`src/dio_port_pkg.sv`:
```
// Shared constants and carrier types for the 96-line static digital I/O block
package dio_port_pkg;
   localparam int PORT_COUNT = 12;
   localparam int LINE_COUNT = 8;
   localparam int LINE_TOTAL = PORT_COUNT * LINE_COUNT;
   localparam int PORT_SEL_WIDTH = 4;
   // Power-up state codes per line
   localparam logic [1:0] PUP_HIGHZ = 2'h0;
   localparam logic [1:0] PUP_HIGH = 2'h1;
   localparam logic [1:0] PUP_LOW = 2'h2;
   localparam logic [7:0] PORT_ZERO = 8'h00;
   localparam logic [LINE_TOTAL-1:0] LINES_ZERO = '0;
   localparam logic [PORT_COUNT-1:0] DIR_ALL_INPUT = '0;

   typedef enum logic [1:0] {
      ACC_NONE,
      ACC_WRITE_DATA,
      ACC_WRITE_DIR,
      ACC_READ
   } access_kind_t;

   // One software-timed static access
   typedef struct packed {
      access_kind_t kind;
      logic [PORT_SEL_WIDTH-1:0] port;
      logic [7:0] data;
      logic dirOut;
   } sw_access_t;

   // Pin driver group, output enable low while driving
   typedef struct packed {
      logic [LINE_TOTAL-1:0] level;
      logic [LINE_TOTAL-1:0] oeN;
   } pin_drive_t;
endpackage : dio_port_pkg

```
`src/static_dio_port.sv`:
```
// Static 96-line digital I/O block with per-port direction and power-up states
`timescale 1ns/1ps
// Operation
// RULE1: There are 96 two-way lines as twelve ports of eight lines each.
// RULE2: In a port value, line 7 is the top bit and line 0 the bottom bit.
// RULE3: Direction is chosen per port, so all eight lines share it.
// RULE4: Sampling and updating happen only on a software access, one at a time.
// RULE5: After power-on every line is an input unless a power-up state says otherwise.
// RULE6: One global pull select weakly pulls all lines high or low.
// RULE7: The weak pull is present on every line whatever its direction.
// RULE8: Each line may have its own power-up state: high impedance, high or low.
// RULE9: When powered off or suspended, all lines are unpowered.
// RULE10: Outside circuits must not drive, ground or supply a line set as output.
// RULE11: Output ports drive their last written value; input ports release and are read.
// RULE12: Power-up states sit in retained storage and apply before software access.
module static_dio_port #(
   parameter int PORTS = 12,
   parameter int LINES = 8
) (
   input wire logic core_clk,
   input wire logic sys_rst,
   input wire logic powerOn,
   input wire logic suspend,
   input wire logic pullSelHigh,
   input wire logic [dio_port_pkg::LINE_TOTAL*2-1:0] powerUpState,
   input wire dio_port_pkg::sw_access_t swAccess,
   output logic accessReady,
   output logic [7:0] readData,
   output logic readValid,
   output logic [dio_port_pkg::PORT_COUNT-1:0] portDirOut,
   input wire logic [dio_port_pkg::LINE_TOTAL-1:0] pinIn,
   output dio_port_pkg::pin_drive_t pinDrive,
   output logic [dio_port_pkg::LINE_TOTAL-1:0] pullLevel,
   output logic pullEnable
);
   import dio_port_pkg::*;

   // Refuse sizes the fixed pin map cannot serve
   if (PORTS != PORT_COUNT || LINES != LINE_COUNT) begin : g_size_check
      $error("static_dio_port supports only 12 ports of 8 lines");
   end

   typedef enum {ST_OFF, ST_APPLY, ST_RUN} pwr_state_t;

   pwr_state_t state;
   pwr_state_t next_state;
   logic [LINE_TOTAL-1:0] outLatch;
   logic [LINE_TOTAL-1:0] next_outLatch;
   logic [LINE_TOTAL-1:0] lineOut;
   logic [LINE_TOTAL-1:0] next_lineOut;
   logic [LINE_TOTAL-1:0] pinSync1;
   logic [LINE_TOTAL-1:0] pinSync2;
   logic pwrSync1;
   logic pwrSync2;
   logic suspSync1;
   logic suspSync2;
   logic [7:0] next_readData;
   logic next_readValid;
   logic powered;

   // Pins and power inputs come from outside the clock domain
   always_ff @(posedge core_clk or posedge sys_rst) begin
      if (sys_rst) begin
         pinSync1 <= LINES_ZERO;
         pinSync2 <= LINES_ZERO;
         pwrSync1 <= 1'b0;
         pwrSync2 <= 1'b0;
         suspSync1 <= 1'b0;
         suspSync2 <= 1'b0;
      end else begin
         pinSync1 <= pinIn;
         pinSync2 <= pinSync1;
         pwrSync1 <= powerOn;
         pwrSync2 <= pwrSync1;
         suspSync1 <= suspend;
         suspSync2 <= suspSync1;
      end
   end

   assign powered = pwrSync2 && !suspSync2;

   // Power sequencing and static access handling
   always_comb begin
      next_state = state;
      next_outLatch = outLatch;
      next_lineOut = lineOut;
      next_readData = readData;
      next_readValid = 1'b0;
      case (state)
         ST_OFF: begin
            next_lineOut = LINES_ZERO; // All inputs on power-on [RULE5]
            if (powered) begin
               next_state = ST_APPLY;
            end
         end
         ST_APPLY: begin
            // Retained power-up states applied before access opens [RULE8] [RULE12]
            for (int i = 0; i < LINE_TOTAL; i++) begin
               next_lineOut[i] = (powerUpState[2*i +: 2] == PUP_HIGH) ||
                                 (powerUpState[2*i +: 2] == PUP_LOW);
               next_outLatch[i] = (powerUpState[2*i +: 2] == PUP_HIGH);
            end
            // Power lost mid-apply must not leave lines driven [RULE9]
            if (!powered) begin
               next_lineOut = LINES_ZERO;
            end
            next_state = powered ? ST_RUN : ST_OFF;
         end
         ST_RUN: begin
            if (!powered) begin
               next_state = ST_OFF; // Lines go dead off or suspended [RULE9]
               next_lineOut = LINES_ZERO;
            end else begin
               // One software access per cycle, nothing hardware timed [RULE4]
               case (swAccess.kind)
                  ACC_WRITE_DATA: begin
                     next_outLatch[swAccess.port*LINE_COUNT +: LINE_COUNT] =
                        swAccess.data; // Bit 7 maps to line 7 [RULE2]
                  end
                  ACC_WRITE_DIR: begin
                     // Whole port switches together [RULE3]
                     next_lineOut[swAccess.port*LINE_COUNT +: LINE_COUNT] =
                        {LINE_COUNT{swAccess.dirOut}};
                  end
                  ACC_READ: begin
                     // Output ports read back their latch, inputs the pins [RULE11]
                     for (int b = 0; b < LINE_COUNT; b++) begin
                        next_readData[b] = lineOut[swAccess.port*LINE_COUNT + b] ?
                           outLatch[swAccess.port*LINE_COUNT + b] :
                           pinSync2[swAccess.port*LINE_COUNT + b];
                     end
                     next_readValid = 1'b1;
                  end
                  default: begin
                  end
               endcase
            end
         end
         default: next_state = ST_OFF;
      endcase
      // Out-of-range port numbers are ignored
      if (swAccess.port >= PORT_SEL_WIDTH'(PORT_COUNT)) begin
         next_outLatch = (state == ST_RUN) ? outLatch : next_outLatch;
         next_lineOut = (state == ST_RUN && powered) ? lineOut : next_lineOut;
         next_readData = readData; // Keeps the last answer, never an unknown
         next_readValid = 1'b0;
      end
   end

   always_ff @(posedge core_clk or posedge sys_rst) begin
      if (sys_rst) begin
         state <= ST_OFF;
         outLatch <= LINES_ZERO;
         lineOut <= LINES_ZERO;
         readData <= PORT_ZERO;
         readValid <= 1'b0;
      end else begin
         state <= next_state;
         outLatch <= next_outLatch;
         lineOut <= next_lineOut;
         readData <= next_readData;
         readValid <= next_readValid;
      end
   end

   // Ready only while running, so power-up states always win [RULE12]
   assign accessReady = (state == ST_RUN) && powered;

   // Per-port direction view, taken from line 0 of each port [RULE3]
   always_comb begin
      for (int p = 0; p < PORT_COUNT; p++) begin
         portDirOut[p] = lineOut[p*LINE_COUNT];
      end
   end

   // Pin drivers; outside parties must leave output lines alone [RULE10] [RULE11] [RULE1]
   assign pinDrive.level = outLatch & lineOut;
   assign pinDrive.oeN = ~lineOut;

   // Weak pull on every line regardless of direction, off when unpowered [RULE6] [RULE7]
   assign pullLevel = {LINE_TOTAL{pullSelHigh}};
   assign pullEnable = (state != ST_OFF);
endmodule : static_dio_port

```
`config.mk`:
```
export PLATFORM = sky130hd
export DESIGN_NAME = static_dio_port
export DESIGN_NICKNAME = d
export VERILOG_FILES = /design/src/dio_port_pkg.sv /design/src/static_dio_port.sv
export SDC_FILE = /design/constraint.sdc
export NUM_CORES = 1
export LEC_CHECK = 0
export ABC_CLOCK_PERIOD_IN_PS = 30000
export BUFFER_PORTS_ARGS = -buffer_cell sky130_fd_sc_hd__buf_4
export CORE_AREA = 2 2 267 269
export CTS_BUF_LIST = sky130_fd_sc_hd__clkbuf_16
export CTS_CLUSTER_DIAMETER = 30
export DETAILED_ROUTE_END_ITERATION = 7
export DIE_AREA = 0 0 269 271
export PLACE_DENSITY = 0.46
export SETUP_SLACK_MARGIN = 0.1
export SYNTH_ARGS = -nofsm -noshare
export SYNTH_HDL_FRONTEND = slang
export SYNTH_SLANG_ARGS = --single-unit
```
`constraint.sdc`:
```
create_clock -name core_clk -period 30 [get_ports core_clk]
set_input_delay 9 -clock core_clk [delete_from_list [all_inputs] [get_ports core_clk]]
set_output_delay 9 -clock core_clk [all_outputs]
set_load 0.01 [all_outputs]
```
# After elaboration in Yosys (flattened, before gate mapping)
# Index checks and enable logic that the tools add are counted.
dict set report word_totals {
  register_bits 429
  inputBits 308
  output_inout_bits 311
  wordCells 416
}
dict set report classes {
  addsub 8
  order_cmp 9
  n_eq_ne 202
  n_shift 3
  muxes 77
  bitwise 3
  reduce_logical 103
}
# operator n
set ops {}
lappend ops {{$mux 96} 9}
lappend ops {{$pmux 96 s3} 1}
lappend ops {{$eq 2x2->1 const B} 98}
lappend ops {{$eq 2x1->1 const B} 97}
lappend ops {{$bwmux 96} 2}
lappend ops {{$pmux 96 s2} 1}
lappend ops {{$shiftx 8x34->96} 2}
lappend ops {{$bmux 1 s7} 21}
lappend ops {{$and 96x96->96} 1}
lappend ops {{$logic_or 1x1->1} 96}
lappend ops {{$not 96->96} 1}
lappend ops {{$pmux 32 s3} 1}
lappend ops {{$shift 8x34->96 const A} 1}
lappend ops {{$mux 32} 2}
lappend ops {{$lt 8x8->1 const B} 6}
lappend ops {{$mux 1} 36}
lappend ops {{$neg 7->34} 1}
lappend ops {{$add 7x3->8 const B} 4}
lappend ops {{$eq 32x1->1 const B} 1}
lappend ops {{$eq 32x2->1 const B} 1}
lappend ops {{$eq 32x3->1 const B} 1}
lappend ops {{$logic_not 32->1} 1}
lappend ops {{$lt 32x8->1 const B} 1}
lappend ops {{$reduce_bool 32->1} 1}
lappend ops {{12 further kinds} 19}

# Depth between registers and ports, before layout
# Gate-level depths: netlist of the first run.
dict set report depth {
  ltp_word 8
  ltp_mapped 13
  ltp_nobuf 7
}

# Least setup slack after synthesis of the first run
# OpenSTA, ideal clock, no wires.
dict set report synth_path {
  path_kind {input-to-output}
  start {in pullSelHigh}
  end {out pullLevel[0] in the netlist's numbering}
  arrival_time_ps 9119
  required_time_ps 21000
  path_slack_ps 11881
  path_stages 1
  n_path_buf 1
  path_cell_list {buf_4}
}
# item line_no
set synth_lines {}
lappend synth_lines {{from (decl)} static_dio_port.sv:24} ;# input wire logic pullSelHigh,
lappend synth_lines {{to (decl)} static_dio_port.sv:33} ;# output logic [dio_port_pkg::LINE_TOTAL-1:0] pullLevel,
# No word-level cell between the ends.

# Worst setup path in the final report of the first run
dict set report layout_path {
  start {in pullSelHigh}
  end {out pullLevel[15] in the netlist's numbering}
}
# No word-level cell between the ends.

==> results of run 1 <==
==> cells in the final DEF, fill, tap and decap left out, types with 12 or more instances in the layout <==
cell type  Yosys  routed
and2_1       100     100
buf_4        111     541
o2bb2ai_1     59      59
nand2b_1      17      17
nor2_1        98      97
dfrtp_1      399     399
ha_1         102     102
o22ai_1       12      12
mux2_2        17      17
a211oi_1      23      23
mux2i_1       21      21
a22oi_1       23      23
clkinv_1       1      25
nand2_1       58      57
o32ai_1       13      13
o221ai_1      22      22
clkbuf_16      0     112
o21ai_0       66      66
o31ai_1       12      12
o22a_1        15      15
nor2b_1       23      22
o21a_1        45      45
a22o_1        52      52
inv_1        208     219
or2_2         12      12
a21oi_1       52      52
nand3_1       15      15
clkinv_2       0      18
==> final timing paths <==
check                             startpoint  slack (ns)  cells past startpoint       endpoint
worst max-delay path             pullSelHigh       11.99                      0  pullLevel[15]
worst min-delay path            pinSync1[52]        0.34                      0   pinSync2[52]
worst max register to register      state[0]       26.34                      7    outLatch[9]
worst min register to register  pinSync1[52]        0.34                      0   pinSync2[52]
max in group asynchronous            sys_rst       19.85                      3    pinSync1[9]
min in group asynchronous            sys_rst        8.46                      2   pinSync1[26]
==> sequential cells by signal (all words and copies together), names as in the netlist, 2 cells and up <==
signal,count
state,2
pinSync2,96
lineOut,96
pinSync1,96
outLatch,96
readData,8
==> power by group through the flow <==
| stage | registers [uW] | logic (uW) | clock network (uW) |
|---|---|---|---|
| after CTS | 682 | 441 | 1140 |
| after detailed placement | 688 | 439 | 0 |
| final | 682 | 433 | 1120 |
| after global placement | 687 | 432 | 0 |
| after global routing | 692 | 472 | 1170 |
| after floorplan | 669 | 274 | 0 |
==> area by class of cell <==
type | count | area, sq um | area share [%]
Sequential cell | 399 | 9980 | 36.8
Multi-Input combinational cell | 991 | 7450 | 27.4
Timing Repair Buffer | 542 | 4080 | 15.0
Clock buffer | 112 | 2800 | 10.3
Tap cell | 940 | 1180 | 4.34
Clock inverter | 93 | 833 | 3.07
Inverter | 209 | 792 | 2.92
Antenna cell | 5 | 12.5 | 0.0461
==> per-stage QoR <==
step,area (sq um),cells
2_1_floorplan,19400,1786
3_3_place_gp,23500,3081
3_5_place_dp,23500,3081
4_1_cts,27100,3286
5_1_grt,27100,3289
6_report,27100,3291
==> logic make-up after synthesis <==
kind of cell	share of synthesized area, %
buf+inv	10.1
fa+ha+maj	6.59
flops	51.5
mux	2.25
xor+xnor	0.0452
compound gates	18.2
simple gates	11.3
==> routing by layer <==
metal  up-vias  part of all wire [%]
met4         8                   2.6
li1       7133                     -
met2       581                    50
met3       158                   6.6
met5         -                 0.059
met1      8066                    40
==> impl_metrics.csv, run 1 <==
group,metric,value,unit
timing,period_needed,18.01,ns
floorplanning,fp-row-count,97,
floorplanning,die-width,269,microns
timing,timing.fmax,55.5,MHz
clock_tree,ctsHoldBuffers,0,
clock_tree,clk_latency,0.66,ns
synthesis,yosysTopAreaCell,"dfrtp_1",
synthesis,synthesis.area,19400,sq um
clock_tree,cts_tree,"done",
clock_tree,cts-buffers-inserted,111,
synthesis,synth_most_common_cell,"dfrtp_1",
job,maxCapViolations,0,
synthesis,synth_common_cells,"dfrtp_1, inv_1, buf_4",
floorplanning,core_area,69800,sq um
floorplanning,initial_core_util,27.8,%
pwr,ir_worst_vdd,0.0401,mV
synthesis,synthArstFlopShare,100,%
grt,grt_pass1_vias,17100,
placement,hpwl,63.1,mm
drt,vias_per_cell,4.85,
clock_tree,cts_root_buf,"clkbuf_16",
grt,antenna_found_initial,8,
worst_setup_path,worst_ep_arrival_time,9.01,ns
final_layout,fin_util,38.9,%
timing,relSlewSlack,19.3,%
pwr,internal_power,1550,uW
status,status,"complete, no violations",
drt,ant_nets,0,
synthesis,synthTopCellsByArea,"dfrtp_1, ha_1, buf_4, inv_1, and2_1",
final_layout,syn_to_final_growth,40.0,%
synthesis,yosysWarnings,0,
grt,grt_overflow,0,
worst_setup_path,worstSetupPathType,"primary input to primary output",
clock_tree,cts_setup_buffers,0,
drt,routed-via-count,15900,
synthesis,ys_seq_elements,399,
worst_setup_path,cp-start-kind,"primary input",
timing,timing.final.ws_setup,11.99,ns
timing,setup_violations,0,
grt,gr-usage-all-layers,22.9,%
timing,finalClockSkew,0.0336,ns
drt,drt_wl_total,84.4,mm
pwr,p_sw,680,uW
grt,grt_pass1_wl,120,mm
placement,io_buffers,521,
pwr,p_seq_share,30.5,%
placement,place_ws,11.95,ns
grt,grt_util_met2,39.7,%
timing,rsz0062_at_grt,"false",
floorplanning,ioPinCount,619,
floorplanning,dieArea,72900,sq um
timing,fin_crit_sh,60.0,%
clock_tree,clk_pin_slew_worst_paths,0.05,ns
clock_tree,cts-resized-gates,0,
worst_setup_path,crit_path_end_kind,"primary output",
clock_tree,clockBufferDepth,3,
drt,first_pass_iters,5,
pwr,power,2230,uW
timing,hold_slack,0.340,ns
pwr,power_density,82.3,nW/um^2
pwr,power_frac_clock,50.1,%
timing,max_slew.worst_pin.slew,1.20,ns
timing,hold_viol_final,0,
synthesis,seq_area_frac_synth,51.5,%
synthesis,synth_edf_count,0,
clock_tree,htree_levels,3,
grt,grt_max_degree,160,
pwr,p_comb_share,19.4,%
drt,first_iter_violations,931,
final_layout,fin_nets,2664,
timing,slew_viol_final,0,
floorplanning,dieHeight,271,microns
worst_setup_path,path_max_fanout,96,
placement,gp_congestion,0.864,
timing,finalSetupTns,0,ns
synthesis,ys.flop_type,"dfrtp_1",
pwr,p_sw_share,30.4,%
drt,route.detailed.drc,0,
synthesis,post_synth.cell_area_avg,10.8,sq um
grt,grtUsageMet1,27.7,%
clock_tree,clock-sinks,399,
synthesis,netlist.area_leader.share,51.5,%
final_layout,drive_above_1_share,33.1,%
min_path,hold_path_class,"flip-flop to flip-flop",
synthesis,syn_nets,2196,
synthesis,synthCells,1786,
synthesis,synth_cell_type_count,72,
pwr,p_leak,0.0127,uW
grt,met3_usage,5.76,%
final_layout,n_fill_cell,6990,
worst_setup_path,required,21.00,ns
drt,avgRoutedWirePerCell,25.6,microns
grt,grt.busiest_layer,"met2",
(Power assumes the default switching activity.)
==> run 2: changes to the inputs <==
--- a/config.mk
+++ b/config.mk
@@ -5,14 +5,14 @@
 export SDC_FILE = /design/constraint.sdc
 export NUM_CORES = 1
 export LEC_CHECK = 0
-export ABC_CLOCK_PERIOD_IN_PS = 30000
+export ABC_CLOCK_PERIOD_IN_PS = 15800
 export BUFFER_PORTS_ARGS = -buffer_cell sky130_fd_sc_hd__buf_4
 export CORE_AREA = 2 2 267 269
 export CTS_BUF_LIST = sky130_fd_sc_hd__clkbuf_16
 export CTS_CLUSTER_DIAMETER = 30
 export DETAILED_ROUTE_END_ITERATION = 7
 export DIE_AREA = 0 0 269 271
-export PLACE_DENSITY = 0.46
+export PLACE_DENSITY = 0.47
 export SETUP_SLACK_MARGIN = 0.1
 export SYNTH_ARGS = -nofsm -noshare
 export SYNTH_HDL_FRONTEND = slang
==> constraint.sdc (replaced) <==
create_clock -name core_clk -period 15.8 [get_ports core_clk]
set_input_delay 4.74 -clock core_clk [delete_from_list [all_inputs] [get_ports core_clk]]
set_output_delay 4.74 -clock core_clk [all_outputs]
set_load 0.01 [all_outputs]
==> impl_metrics.csv, run 2 (synthesized netlist as in run 1, its figures left out) <==
group,metric,value,unit
timing,rsz0062_at_grt,"false",
worst_setup_path,worst_ep_arrival_time,4.75,ns
placement,gp_congestion,0.898,
floorplanning,die-width,269,microns
clock_tree,clk_pin_slew_worst_paths,0.05,ns
worst_setup_path,required,11.06,ns
status,status,"complete, no violations",
clock_tree,ctsHoldBuffers,0,
timing,setup_violations,0,
floorplanning,initial_core_util,27.8,%
grt,antenna_found_initial,11,
pwr,ir_worst_vdd,0.0974,mV
min_path,hold_path_class,"flip-flop to flip-flop",
timing,fin_crit_sh,60.0,%
timing,finalSetupTns,0,ns
job,maxCapViolations,0,
placement,hpwl,62.8,mm
floorplanning,dieHeight,271,microns
drt,first_iter_violations,1071,
clock_tree,cts_tree,"done",
floorplanning,fp-row-count,97,
clock_tree,clock-sinks,399,
final_layout,layout_commonest_cell,"buf_4",
placement,io_buffers,521,
final_layout,layout_common_cells,"buf_4, dfrtp_1, inv_1, clkbuf_16, ha_1",
drt,routed-via-count,15900,
pwr,p_leak,0.0130,uW
floorplanning,ioPinCount,619,
timing,timing.final.ws_setup,6.31,ns
clock_tree,clk_latency,0.65,ns
timing,period_needed,9.49,ns
floorplanning,core_area,69800,sq um
drt,vias_per_cell,4.82,
drt,met3_length,6.40,mm
grt,grt_pass1_vias,16900,
placement,place_ws,6.28,ns
timing,max_slew.worst_pin.slew,1.28,ns
grt,grt_pass1_wl,117,mm
timing,hold_viol_final,0,
clock_tree,cts-buffers-inserted,113,
final_layout,drive_above_1_share,33.7,%
final_layout,n_fill_cell,6805,
final_layout,syn_to_final_growth,43.2,%
grt,grt_max_degree,166,
worst_setup_path,path_max_fanout,96,
drt,wl_met1,32.8,mm
timing,slew_viol_final,0,
clock_tree,clockBufferDepth,3,
drt,drt_wl_total,83.6,mm
clock_tree,htree_levels,3,
drt,highest_layer,"met5",
clock_tree,cts_root_buf,"clkbuf_16",
final_layout,fin_nets,2664,
worst_setup_path,cp-start-kind,"primary input",
drt,wl_met2,41.3,mm
floorplanning,dieArea,72900,sq um
grt,gr-usage-all-layers,22.5,%
clock_tree,cts-resized-gates,0,
timing,finalClockSkew,0.0366,ns
timing,relSlewSlack,13.4,%
drt,ant_nets,0,
clock_tree,cts_setup_buffers,0,
pwr,power_density,168,nW/um^2
drt,avgRoutedWirePerCell,25.4,microns
worst_setup_path,worstSetupPathType,"primary input to primary output",
timing,timing.fmax,105,MHz
worst_setup_path,crit_path_end_kind,"primary output",
grt,grt_overflow,0,
drt,route.detailed.drc,0,
drt,first_pass_iters,5,
==> run 2: worst paths after layout <==
check / startpoint / endpoint / slack (ns) / depth (start not counted)
max in group asynchronous: sys_rst / lineOut[84] / 8.36 / 5
setup reg to reg: state[0] / readData[2] / 11.73 / 6
min in group asynchronous: sys_rst / pinSync1[61] / 4.27 / 2
hold reg to reg: pinSync1[80] / pinSync2[80] / 0.33 / 0
hold / removal: pinSync1[80] / pinSync2[80] / 0.33 / 0
setup / recovery: pullSelHigh / pullLevel[37] / 6.31 / 0
==> run 2: power by group <==
part           internal (uW)  switching, uW
clock network           1810            716
registers               1190           99.4
logic                    328            503
total                   3330           1320
==> run 2: per-stage QoR <==
stage               hold slack, ns  cells  instance area, sq um  util, %  total power, uW
global route                 0.337   3296                 27700     39.8             4840
global placement             0.331   3079                 23500     33.6             2120
floorplan                    0.331   1786                 19400        -             1790
finish                       0.331   3296                 27700     39.8             4650
CTS                          0.325   3292                 27700     39.7             4700
detailed placement           0.335   3079                 23500     33.6             2140
==> run 2: layer usage <==
layer | GRT usage, % | up-vias
met1 | 26.5 | 7942
met3 | 6.61 | 191
met2 | 38.0 | 618
met4 | 8.99 | 16
li1 | - | 7107
met5 | 1.15 | -
==> run 2: final cells by class <==
type / count / area (sq um) / share of cell area (%)
Tap cell: 940 / 1180 / 4.24
Multi-Input combinational cell: 991 / 7450 / 26.8
Sequential cell: 399 / 9980 / 36.0
Clock inverter: 99 / 1420 / 5.11
Inverter: 209 / 788 / 2.84
Clock buffer: 114 / 2850 / 10.3
Timing Repair Buffer: 540 / 4070 / 14.7
Antenna cell: 4 / 10.0 / 0.0361
